[src/include/kpd_regs.svh]
// register offsets, field positions, reset values, codes and timing of the key scanner
// assumes a 20 MHz system clock and a 128 kHz oscillator rate
`ifndef KPD_REGS_SVH
`define KPD_REGS_SVH

`define KPD_OFS_KEYS      8'h00
`define KPD_OFS_CFG       8'h01
`define KPD_OFS_DEBOUNCE  8'h02
`define KPD_OFS_IRQ       8'h03
`define KPD_OFS_REPEAT    8'h05
`define KPD_OFS_SLEEP     8'h06
`define KPD_OFS_SIZE      8'h30

`define KPD_RST_KEYS      8'h3F
`define KPD_RST_CFG       8'h0B
`define KPD_RST_DEBOUNCE  8'hFF
`define KPD_RST_IRQ       8'h00
`define KPD_RST_REPEAT    8'h00
`define KPD_RST_SLEEP     8'h07
`define KPD_RST_SIZE      8'hFF

`define KPD_CFG_RUN       7
`define KPD_CFG_IRQCLR    5
`define KPD_CFG_RELEASE   3
`define KPD_CFG_AWAKE     1
`define KPD_RPT_EN        7

`define KPD_CODE_REPEAT   8'h7E
`define KPD_CODE_OVERFLOW 8'h7F
`define KPD_KEY_SPECIAL   5'h1F

`define KPD_SYS_HZ        20000000
`define KPD_OSC_HZ        128000
`define KPD_WAKE_US       2000
`define KPD_DB_STEP_US    2000
`define KPD_RPT_DLY_STEP  8
`define KPD_RPT_RATE_STEP 4
`define KPD_LVL_STEP      2

`endif

[src/include/kpd_pkg.sv]
// types shared by the key scanner files
// assumes nothing beyond a SystemVerilog compiler
package kpd_pkg;
    typedef enum logic [1:0] {
        KPD_SLEEPING = 2'b00,
        KPD_WARMING  = 2'b01,
        KPD_RUNNING  = 2'b10
    } kpd_mode_type;
endpackage

[src/kpd_event_mem.sv]
// event storage for the key queue, registered read port
// assumes writer and reader keep their own pointers
`timescale 1ns/1ps
`default_nettype none
module kpd_event_mem
#(
    parameter int WIDTH = 8,
    parameter int DEPTH = 16
)(
    // clock
    input  wire logic                     sys_clk,
    // write side
    input  wire logic                     wrEn,
    input  wire logic [$clog2(DEPTH)-1:0] wrAddr,
    input  wire logic [WIDTH-1:0]         wrData,
    // read side
    input  wire logic [$clog2(DEPTH)-1:0] rdAddr,
    output logic      [WIDTH-1:0]         rdData
);
    logic [WIDTH-1:0] store [DEPTH];

    // refused at elaboration: pointers wrap only on a power of two
    if (DEPTH < 2 || (DEPTH & (DEPTH - 1)) != 0)
        $error("depth must be a power of two");

    always_ff @(posedge sys_clk)
    begin
        if (wrEn)
            store[wrAddr] <= wrData;
    end

    // no reset: contents are undefined until written
    always_ff @(posedge sys_clk)
    begin
        rdData <= store[rdAddr];
    end
endmodule
`default_nettype wire

[src/kpd_key_filter.sv]
// one key's press/release filter in oscillator ticks
// assumes tick is a one-cycle pulse and ack comes only while pend is high
`timescale 1ns/1ps
`default_nettype none
module kpd_key_filter
(
    // clock and reset
    input  wire logic        sys_clk,
    input  wire logic        rst_b,
    // timing
    input  wire logic        tick,
    input  wire logic        run,
    input  wire logic [11:0] pressTicks,
    input  wire logic [11:0] releaseTicks,
    // key
    input  wire logic        raw,
    input  wire logic        ack,
    output logic             state,
    output logic             pend
);
    logic [11:0] cnt_reg;
    logic [11:0] limit;

    assign limit = state ? releaseTicks : pressTicks;

    always_ff @(posedge sys_clk or negedge rst_b)
    begin
        if (!rst_b)
            cnt_reg <= 12'h000;
        else if (!run || raw == state || pend)
            cnt_reg <= 12'h000;
        else if (tick)
            cnt_reg <= cnt_reg + 12'h001;
    end

    // held key after wake shows up as a fresh press
    always_ff @(posedge sys_clk or negedge rst_b)
    begin
        if (!rst_b)
            state <= 1'b0;
        else if (!run && !pend)
            state <= 1'b0;
        else if (run && !pend && raw != state && tick && cnt_reg + 12'h001 >= limit)
            state <= raw;
    end

    // pending event waits for the queue; set beats ack
    always_ff @(posedge sys_clk or negedge rst_b)
    begin
        if (!rst_b)
            pend <= 1'b0;
        else if (run && !pend && raw != state && tick && cnt_reg + 12'h001 >= limit)
            pend <= 1'b1;
        else if (ack)
            pend <= 1'b0;
    end
endmodule
`default_nettype wire

[src/kpd_scan_ctrl.sv]
// key matrix scanner: filters, event queue, repeat, interrupt, sleep
// assumes a byte register port from the serial slave and per-key closure senses
`timescale 1ns/1ps
`default_nettype none
`include "kpd_regs.svh"

// Overview of operation
// - key index equals column times eight plus row
// - bit7 more data, bit6 release, except 62/63
// - queue read clears interrupt in clear-on-read mode
// - config bit7 sets mode, mirrors autosleep/autowake
// - low nibble press, high release, 2-32ms
// - 64kHz tick times debounce, wake and autosleep; others debounce cycles
// - interrupt register zero keeps interrupt off
// - low five bits: interrupt after debounce cycles
// - upper three bits: interrupt at queue level
// - both interrupt kinds, first condition wins
// - held key queues repeat code after delay
// - repeat enable, delay 8-128, rate 4-32
// - one repeat code per interval, until event
// - release with keys held restarts repeat delay
// - autosleep after idle time, queue kept
// - wake by host write or autowake keypress
// - wake waits 2ms then debounces waking key
// - sixteen entries, overflow code read first
// - overflow timing depends on release detection
// - size nibbles pick rows and columns used
// - one read returns event and status, pops
// - reset to sleep, rows low, columns high
module kpd_scan_ctrl
    import kpd_pkg::*;
#(
    parameter int FIFO_DEPTH       = 16,
    parameter int SLEEP_STEP_TICKS = 8192
)(
    // clock and reset
    input  wire logic        sys_clk,
    input  wire logic        rst_b,
    // register port
    input  wire logic [7:0]  regAddr,
    input  wire logic [7:0]  regWrData,
    input  wire logic        regWrEn,
    input  wire logic        regRdEn,
    output logic      [7:0]  regRdData,
    output logic             regRdValid,
    // key matrix
    input  wire logic [63:0] keyClosed,
    output logic      [7:0]  matrixRowOut,
    output logic      [7:0]  matrixRowOe,
    output logic      [7:0]  matrixColOut,
    output logic      [7:0]  matrixColOe,
    output logic             currentSrcEn,
    // interrupt
    output logic             keyIrq_b
);
    localparam int AW        = $clog2(FIFO_DEPTH);
    localparam int TickDiv   = `KPD_SYS_HZ / (`KPD_OSC_HZ / 2);
    localparam int TickHz    = `KPD_OSC_HZ / 2;
    localparam int WakeTicks = (`KPD_WAKE_US * TickHz + 999999) / 1000000;
    localparam int StepTicks = (`KPD_DB_STEP_US * TickHz + 999999) / 1000000;

    if (FIFO_DEPTH != 16)
        $error("queue depth must be 16");
    if (SLEEP_STEP_TICKS < 1)
        $error("sleep step must be positive");

    ////////////////////////////////////////////////////////////////////////////
    logic [7:0]   cfg_reg;
    logic [7:0]   db_reg;
    logic [7:0]   irq_reg;
    logic [7:0]   rpt_reg;
    logic [7:0]   sleep_reg;
    logic [7:0]   size_reg;
    kpd_mode_type mode_reg;
    logic [8:0]   div_reg;
    logic         tick;
    logic [7:0]   warm_reg;
    logic [31:0]  idle_reg;
    logic [11:0]  pressTicks;
    logic [11:0]  releaseTicks;
    logic [11:0]  dbt_reg;
    logic         dbCycle;
    logic [63:0]  arrayMask;
    logic [63:0]  keyState;
    logic [63:0]  keyPend;
    logic [63:0]  keyAck;
    logic         evFound;
    logic [5:0]   evIdx;
    logic         anyRaw;
    logic         anyHeld;
    logic         run;
    logic         wrCfg;
    logic         rdKeys;
    logic         keyPush;
    logic         rptPush;
    logic         push;
    logic [7:0]   pushByte;
    logic         isRelease;
    logic [AW:0]  cnt_reg;
    logic [AW-1:0] wrPtr_reg;
    logic [AW-1:0] rdPtr_reg;
    logic         pushPrev_reg;
    logic         full;
    logic         readable;
    logic         doWrite;
    logic         pop;
    logic [7:0]   memQ;
    logic         ovf_reg;
    logic [1:0]   drop_reg;
    logic [8:0]   rpt_cnt_reg;
    logic         rptPhase_reg;
    logic [8:0]   rptTarget;
    logic         rptFire;
    logic [4:0]   tim_cnt_reg;
    logic         timRun_reg;
    logic         timeHit;
    logic         lvlHit;
    logic         int_reg;

    assign run    = (mode_reg == KPD_RUNNING);
    assign wrCfg  = regWrEn && regAddr == `KPD_OFS_CFG;
    assign rdKeys = regRdEn && regAddr == `KPD_OFS_KEYS;

    ////////////////////////////////////////////////////////////////////////////
    // 64kHz tick from the system clock
    always_ff @(posedge sys_clk or negedge rst_b)
    begin
        if (!rst_b)
            div_reg <= 9'h000;
        else if (tick)
            div_reg <= 9'h000;
        else
            div_reg <= div_reg + 9'h001;
    end
    assign tick = (div_reg == 9'(TickDiv - 1));

    // nibble n gives (n+1) steps of 2ms
    assign pressTicks   = 12'((32'(db_reg[3:0]) + 32'h1) * StepTicks);
    assign releaseTicks = 12'((32'(db_reg[7:4]) + 32'h1) * StepTicks);

    // debounce cycle paces repeat and timed interrupt
    always_ff @(posedge sys_clk or negedge rst_b)
    begin
        if (!rst_b)
            dbt_reg <= 12'h000;
        else if (dbCycle || !run)
            dbt_reg <= 12'h000;
        else if (tick)
            dbt_reg <= dbt_reg + 12'h001;
    end
    assign dbCycle = run && tick && (dbt_reg + 12'h001 >= pressTicks);

    ////////////////////////////////////////////////////////////////////////////
    // key k sits at row k%8, column k/8
    for (genvar k = 0; k < 64; k++)
    begin : g_key
        assign arrayMask[k] = (size_reg[7:4] > 4'(k % 8)) && (size_reg[3:0] > 4'(k / 8));
        kpd_key_filter u_filter (
            .sys_clk      (sys_clk),
            .rst_b        (rst_b),
            .tick         (tick),
            .run          (run),
            .pressTicks   (pressTicks),
            .releaseTicks (releaseTicks),
            .raw          (keyClosed[k] && arrayMask[k]),
            .ack          (keyAck[k]),
            .state        (keyState[k]),
            .pend         (keyPend[k])
        );
    end

    assign anyRaw  = |(keyClosed & arrayMask);
    assign anyHeld = |keyState;

    // lowest pending key goes first; others wait in their filters
    always_comb
    begin
        evFound = 1'b0;
        evIdx   = 6'h00;
        for (int k = 63; k >= 0; k--)
        begin
            if (keyPend[k])
            begin
                evFound = 1'b1;
                evIdx   = 6'(k);
            end
        end
    end
    assign keyAck    = evFound ? (64'h1 << evIdx) : 64'h0;
    assign isRelease = !keyState[evIdx];

    assign keyPush  = evFound && (!isRelease || cfg_reg[`KPD_CFG_RELEASE]);
    // repeat only when no real event this cycle
    assign rptPush  = rptFire && !evFound;
    assign push     = keyPush || rptPush;
    assign pushByte = keyPush ? {1'b0, isRelease, evIdx} : `KPD_CODE_REPEAT;

    ////////////////////////////////////////////////////////////////////////////
    // mode state drives config bit7
    always_ff @(posedge sys_clk or negedge rst_b)
    begin
        if (!rst_b)
            mode_reg <= KPD_SLEEPING;
        else
        begin
            case (mode_reg)
                KPD_SLEEPING:
                    if ((wrCfg && regWrData[`KPD_CFG_RUN]) || (cfg_reg[`KPD_CFG_AWAKE] && anyRaw))
                        mode_reg <= KPD_WARMING;
                KPD_WARMING:
                    if (wrCfg && !regWrData[`KPD_CFG_RUN])
                        mode_reg <= KPD_SLEEPING;
                    else if (tick && warm_reg + 8'h01 >= 8'(WakeTicks))
                        mode_reg <= KPD_RUNNING;
                KPD_RUNNING:
                    if (wrCfg && !regWrData[`KPD_CFG_RUN])
                        mode_reg <= KPD_SLEEPING;
                    else if (sleep_reg != 8'h00
                             && idle_reg >= 32'(sleep_reg) * 32'(SLEEP_STEP_TICKS))
                        mode_reg <= KPD_SLEEPING;
                default:
                    mode_reg <= KPD_SLEEPING;
            endcase
        end
    end

    always_ff @(posedge sys_clk or negedge rst_b)
    begin
        if (!rst_b)
            warm_reg <= 8'h00;
        else if (mode_reg != KPD_WARMING)
            warm_reg <= 8'h00;
        else if (tick)
            warm_reg <= warm_reg + 8'h01;
    end

    always_ff @(posedge sys_clk or negedge rst_b)
    begin
        if (!rst_b)
            idle_reg <= 32'h0;
        else if (!run || anyRaw || anyHeld)
            idle_reg <= 32'h0;
        else if (tick && idle_reg != 32'hFFFF_FFFF)
            idle_reg <= idle_reg + 32'h1;
    end

    ////////////////////////////////////////////////////////////////////////////
    always_ff @(posedge sys_clk or negedge rst_b)
    begin
        if (!rst_b)
        begin
            cfg_reg   <= `KPD_RST_CFG;
            db_reg    <= `KPD_RST_DEBOUNCE;
            irq_reg   <= `KPD_RST_IRQ;
            rpt_reg   <= `KPD_RST_REPEAT;
            sleep_reg <= `KPD_RST_SLEEP;
            size_reg  <= `KPD_RST_SIZE;
        end
        else if (regWrEn)
        begin
            case (regAddr)
                `KPD_OFS_CFG:      cfg_reg   <= {1'b0, regWrData[6:0]};
                `KPD_OFS_DEBOUNCE: db_reg    <= regWrData;
                `KPD_OFS_IRQ:      irq_reg   <= regWrData;
                `KPD_OFS_REPEAT:   rpt_reg   <= regWrData;
                `KPD_OFS_SLEEP:    sleep_reg <= regWrData;
                `KPD_OFS_SIZE:     size_reg  <= regWrData;
                default:           cfg_reg   <= cfg_reg;
            endcase
        end
    end

    ////////////////////////////////////////////////////////////////////////////
    // sixteen-entry queue, extra events dropped
    assign full     = (cnt_reg == (AW + 1)'(FIFO_DEPTH));
    assign doWrite  = push && !full;
    // entry pushed last cycle is not yet on the read port
    assign readable = pushPrev_reg ? (cnt_reg > (AW + 1)'(1)) : (cnt_reg != '0);
    // empty or overflow read pops nothing
    assign pop      = rdKeys && !ovf_reg && readable;

    kpd_event_mem #(
        .WIDTH (8),
        .DEPTH (FIFO_DEPTH)
    ) u_mem (
        .sys_clk (sys_clk),
        .wrEn    (doWrite),
        .wrAddr  (wrPtr_reg),
        .wrData  (pushByte),
        .rdAddr  (rdPtr_reg),
        .rdData  (memQ)
    );

    always_ff @(posedge sys_clk or negedge rst_b)
    begin
        if (!rst_b)
        begin
            cnt_reg      <= '0;
            wrPtr_reg    <= '0;
            rdPtr_reg    <= '0;
            pushPrev_reg <= 1'b0;
        end
        else
        begin
            pushPrev_reg <= doWrite;
            if (doWrite)
                wrPtr_reg <= wrPtr_reg + AW'(1);
            if (pop)
                rdPtr_reg <= rdPtr_reg + AW'(1);
            if (doWrite && !pop)
                cnt_reg <= cnt_reg + (AW + 1)'(1);
            else if (pop && !doWrite)
                cnt_reg <= cnt_reg - (AW + 1)'(1);
        end
    end

    // early flag without release detection, 18th release clears
    always_ff @(posedge sys_clk or negedge rst_b)
    begin
        if (!rst_b)
        begin
            ovf_reg  <= 1'b0;
            drop_reg <= 2'b00;
        end
        else
        begin
            if (!full)
                drop_reg <= 2'b00;
            else if (push && drop_reg != 2'b11)
                drop_reg <= drop_reg + 2'b01;
            if (!cfg_reg[`KPD_CFG_RELEASE] && doWrite && cnt_reg == (AW + 1)'(FIFO_DEPTH - 1))
                ovf_reg <= 1'b1;
            else if (cfg_reg[`KPD_CFG_RELEASE] && full && push && drop_reg == 2'b00)
                ovf_reg <= 1'b1;
            else if (full && keyPush && isRelease && drop_reg == 2'b01)
                ovf_reg <= 1'b0;
            else if (rdKeys)
                ovf_reg <= 1'b0;
        end
    end

    ////////////////////////////////////////////////////////////////////////////
    // delay (n+1)*8, rate (m+1)*4 debounce cycles
    assign rptTarget = rptPhase_reg
        ? 9'((32'(rpt_reg[6:4]) + 32'h1) * `KPD_RPT_RATE_STEP)
        : 9'((32'(rpt_reg[3:0]) + 32'h1) * `KPD_RPT_DLY_STEP);
    // held key queues repeat code only
    assign rptFire = rpt_reg[`KPD_RPT_EN] && anyHeld && dbCycle
                     && (rpt_cnt_reg + 9'h001 >= rptTarget);

    always_ff @(posedge sys_clk or negedge rst_b)
    begin
        if (!rst_b)
        begin
            rpt_cnt_reg  <= 9'h000;
            rptPhase_reg <= 1'b0;
        end
        // any real event restarts initial delay
        else if (evFound || !anyHeld)
        begin
            rpt_cnt_reg  <= 9'h000;
            rptPhase_reg <= 1'b0;
        end
        else if (rptPush)
        begin
            rpt_cnt_reg  <= 9'h000;
            rptPhase_reg <= 1'b1;
        end
        else if (dbCycle && rpt_cnt_reg != 9'h1FF)
            rpt_cnt_reg <= rpt_cnt_reg + 9'h001;
    end

    ////////////////////////////////////////////////////////////////////////////
    // timed interrupt after n debounce cycles
    always_ff @(posedge sys_clk or negedge rst_b)
    begin
        if (!rst_b)
        begin
            tim_cnt_reg <= 5'h00;
            timRun_reg  <= 1'b0;
        end
        else if (doWrite)
        begin
            tim_cnt_reg <= 5'h00;
            timRun_reg  <= 1'b1;
        end
        else if (timeHit)
            timRun_reg <= 1'b0;
        else if (dbCycle && timRun_reg)
            tim_cnt_reg <= tim_cnt_reg + 5'h01;
    end
    assign timeHit = timRun_reg && dbCycle && (tim_cnt_reg + 5'h01 >= irq_reg[4:0])
                     && irq_reg[4:0] != 5'h00;
    assign lvlHit = irq_reg[7:5] != 3'h0
                    && cnt_reg >= (AW + 1)'(32'(irq_reg[7:5]) * `KPD_LVL_STEP);

    // either condition sets; set beats clear
    // clear on queue read when bit5 is 0
    always_ff @(posedge sys_clk or negedge rst_b)
    begin
        if (!rst_b)
            int_reg <= 1'b0;
        else if (timeHit || lvlHit)
            int_reg <= 1'b1;
        else if (!cfg_reg[`KPD_CFG_IRQCLR] && rdKeys)
            int_reg <= 1'b0;
        else if (cfg_reg[`KPD_CFG_IRQCLR] && cnt_reg == '0 && !ovf_reg)
            int_reg <= 1'b0;
    end

    ////////////////////////////////////////////////////////////////////////////
    // one read gives event plus status
    // bit7 set while more data remains
    always_ff @(posedge sys_clk or negedge rst_b)
    begin
        if (!rst_b)
        begin
            regRdData  <= 8'h00;
            regRdValid <= 1'b0;
        end
        else
        begin
            regRdValid <= regRdEn;
            if (regRdEn)
            begin
                case (regAddr)
                    `KPD_OFS_KEYS:
                        if (ovf_reg)
                            regRdData <= `KPD_CODE_OVERFLOW;
                        else if (!readable)
                            regRdData <= `KPD_RST_KEYS;
                        // keys 62/63 carry no more-data bit
                        else if (memQ[5:1] == `KPD_KEY_SPECIAL)
                            regRdData <= {1'b0, memQ[6:0]};
                        else
                            regRdData <= {cnt_reg > (AW + 1)'(1), memQ[6:0]};
                    `KPD_OFS_CFG:      regRdData <= {mode_reg != KPD_SLEEPING, cfg_reg[6:0]};
                    `KPD_OFS_DEBOUNCE: regRdData <= db_reg;
                    `KPD_OFS_IRQ:      regRdData <= irq_reg;
                    `KPD_OFS_REPEAT:   regRdData <= rpt_reg;
                    `KPD_OFS_SLEEP:    regRdData <= sleep_reg;
                    `KPD_OFS_SIZE:     regRdData <= size_reg;
                    default:           regRdData <= 8'h00;
                endcase
            end
        end
    end

    ////////////////////////////////////////////////////////////////////////////
    // sleep drives rows low, columns high
    always_ff @(posedge sys_clk or negedge rst_b)
    begin
        if (!rst_b)
        begin
            matrixRowOut <= 8'h00;
            matrixRowOe  <= 8'h00;
            matrixColOut <= 8'hFF;
            matrixColOe  <= 8'h00;
            currentSrcEn <= 1'b0;
            keyIrq_b     <= 1'b1;
        end
        else
        begin
            for (int i = 0; i < 8; i++)
            begin
                matrixRowOe[i] <= !run && size_reg[7:4] > 4'(i);
                matrixColOe[i] <= !run && size_reg[3:0] > 4'(i);
            end
            matrixRowOut <= 8'h00;
            matrixColOut <= 8'hFF;
            currentSrcEn <= (mode_reg != KPD_SLEEPING);
            // zero setting keeps the pin idle
            keyIrq_b     <= !(int_reg && irq_reg != 8'h00);
        end
    end
endmodule
`default_nettype wire

[config.mk]
export PLATFORM = sky130hd
export DESIGN_NAME = kpd_scan_ctrl
export DESIGN_NICKNAME = d
export VERILOG_FILES = /design/src/include/kpd_pkg.sv /design/src/kpd_event_mem.sv /design/src/kpd_key_filter.sv /design/src/kpd_scan_ctrl.sv
export VERILOG_INCLUDE_DIRS = /design/src /design/src/include
export SDC_FILE = /design/constraint.sdc
export NUM_CORES = 2
export LEC_CHECK = 0
export BUFFER_PORTS_ARGS = -buffer_cell sky130_fd_sc_hd__buf_2
export CAP_MARGIN = 20
export CORE_ASPECT_RATIO = 0.75
export CORE_MARGIN = 2
export CORE_UTILIZATION = 55
export CTS_CLUSTER_DIAMETER = 200
export DETAILED_ROUTE_END_ITERATION = 16
export PLACE_DENSITY_LB_ADDON = 0.12
export SLEW_MARGIN = 40
export SYNTH_ARGS = -nofsm -noshare
export SYNTH_HDL_FRONTEND = slang
export SYNTH_HIERARCHICAL = 1
export SYNTH_SLANG_ARGS = --single-unit
export TNS_END_PERCENT = 10
[constraint.sdc]
create_clock -name sys_clk -period 13.4 [get_ports sys_clk]
set_clock_uncertainty 0.05 [all_clocks]
set_input_delay 1.34 -clock sys_clk [delete_from_list [all_inputs] [get_ports sys_clk]]
set_output_delay 1.34 -clock sys_clk [all_outputs]
set_load 0.05 [all_outputs]
==> results.tsv <==
metric	value	unit
Worst Path Arrival	5750	ps
post-DP HPWL	185400	um
Register-to-Register Setup Slack	8040	ps
worst reg-to-reg path cell count	15	
antenna viol nets, final	0	
mapped cell area	0.09289	mm2
GP Congestion	0.9775	
CP max stage delay	580	ps
initial antenna violation count	0	
Max Cap Violations	0	
Tcrit/Tclk final	40.01	%
Total Wirelength	257100	um
wire length per cell	19.42	um
Reg clk slew, reported paths	70	ps
Synth Warn #	6	
CTS H-tree depth	4	
crit end category	register	
WHS Path Cells	1	
final-report max-slew violation count	0	
via-per-instance ratio	5.671	
post_cts resized	0	
share of cells above drive strength 1	6.684	%
final hold vios	0	
Hold Path Class	reg -> reg	
root buf cell	clkbuf_16	
CTS Buffer Depth	3	
core area	0.1675	mm2
final setup fails	0	
min-delay src	div_reg[0]	
Slew HR	37.41	%
RSZ-0062 raised after global routing	false	
Nets	11860	
hold path endpoint	div_reg[0]	
DIE AREA	0.1722	mm2
drt first pass iters	6	
post-CTS setup buffers	0	
Die X	478.5	um
number of fill cells	14190	
initial DRC count	6151	
status	complete, no violations	
DR DRC count	0	
critical path buffer and inverter count	2	
Critical-path top delay cell	a2111oi_0	
Initial Utilization	55.45	%
height of the die	359.9	um
Vias	75100	
CP Class	reg -> reg	
critical path required time	13780	ps
CTS tree	yes	
hold_buf cts	0	
PwrDens	82.73	mW/mm2
CP delay by family, top	simple AND/OR/NAND/NOR gates	
total track usage	29.64	%
CTS buffer count	138	
Final Cell Area	0.1036	mm2
I/O pins	127	
LEAKAGE	46.93	nW
reg2reg start	g_key[19].u_filter/pend	
syn_area_per_cell	9.187	um2
RR Endpoint	u_mem/store[1][5]	
Fmax	0.1865	GHz
# clock sinks	1186	
Layout area overhead	11.57	%
Worst Path Max Fanout	17	
Cell Area, Placed	0.09872	mm2
I/O Buffers	110	
Max rail drop VDD	0.0001185	V
vias in the first global route	73310	
synthesized instance count	10110	
fin crit period	5362	ps
Tightest Pin Transition	938.8	ps
cell row count	130	
remaining global-route overflow	0	
global-route wire length before repair	409400	um
cells along the critical path	nor2_1 -> nand3_1 -> a2111oi_0 -> o311a_1 -> nor3_2 -> buf_4 -> nand2_1 -> a2111oi_0 -> nor4_1 -> o311ai_1 -> o211a_4 -> a21oi_4 -> buf_4 -> or3b_2 -> nor2_1	
Startpoint Class	register	
setup_tns	0	ps
Worst-Skew Late Latency	810	ps
largest net degree at the start of global routing	146	
Largest register FFs	768	
[metrics by stage]
| stage | setup WS, ps | hold WS, ps | util [%] | cells | power [W] |
|---|---|---|---|---|---|
| 6_report | 8038 | 438.1 | 61.86 | 13240 | 0.008573 |
| 5_1_grt | 7677 | 466.2 | 61.86 | 13240 | 0.008883 |
| 4_1_cts | 7944 | 438.6 | 61.83 | 13240 | 0.008630 |
| 3_5_place_dp | 7958 | 430.8 | 58.93 | 13000 | 0.004547 |
| 3_3_place_gp | 7806 | 419.4 | 58.82 | 12990 | 0.004521 |
| 2_1_floorplan | 7108 | 336.3 | - | 11020 | 0.004263 |
[metal layers]
metal / GRT usage, % / up-vias / wire, um / share of wire [%]
met2: 46.49 / 2083 / 114400 / 44
li1: - / 36170 / - / -
met3: 4.324 / 430 / 15310 / 6.0
met5: 0 / - / 0 / 0
met4: 9.699 / 0 / 8963 / 3.5
met1: 41.96 / 36420 / 118400 / 46
[power by group]
group	switching, W	internal [W]	total [W]
combinational	0.000489	0.000234	0.000723
clock	0.00169	0.00238	0.00407
sequential	0.0000729	0.00371	0.00378
[placed cells by master, fill, tap and decap left out, types with 37 or more instances in the layout]
cell and count:
a2111oi_0 73, a211o_1 67, a21oi_1 378, and3_1 86, buf_2 109, buf_4 77, clkbuf_16 138, conb_1 912
dfrtp_1 1016, edfxtp_1 112, ha_1 881, inv_1 321, mux2_2 121, mux2i_1 849, nand2_1 907, nand2b_1 92
nand3_1 373, nand4_1 409, nor2_1 1246, nor3_1 239, nor4_1 37, nor4_4 64, o21a_1 78, o21ai_0 324
or4b_1 65, xnor2_1 478, xor2_1 1011
[worst max-delay path by stage]
stage                             from                      end  slack [ps]  depth (start not counted)
6_report       g_key[19].u_filter/pend        u_mem/store[1][5]        8040                         15
5_1_grt                     dbt_reg[2]        u_mem/store[3][5]        7680                         16
4_1_cts        g_key[19].u_filter/pend        u_mem/store[0][5]        7940                         15
3_5_place_dp   g_key[23].u_filter/pend        u_mem/store[0][2]        7960                         13
3_3_place_gp   g_key[23].u_filter/pend        u_mem/store[0][0]        7810                         13
2_1_floorplan               div_reg[0]  g_key[0].u_filter/state        7110                         11
[layout make-up]
cell class	instances	area, um2	share of cell area (%)
diodes	1	2.502	0.002415
well taps	2244	2808	2.709
clock buffers	176	3796	3.663
inverters	326	1244	1.200
multi-input cells	9033	63040	60.83
clock inverters	70	1067	1.030
flip-flops and latches	1186	30270	29.21
repair buffers	206	1414	1.364
Note: power is estimated with default switching activity, not from simulation.
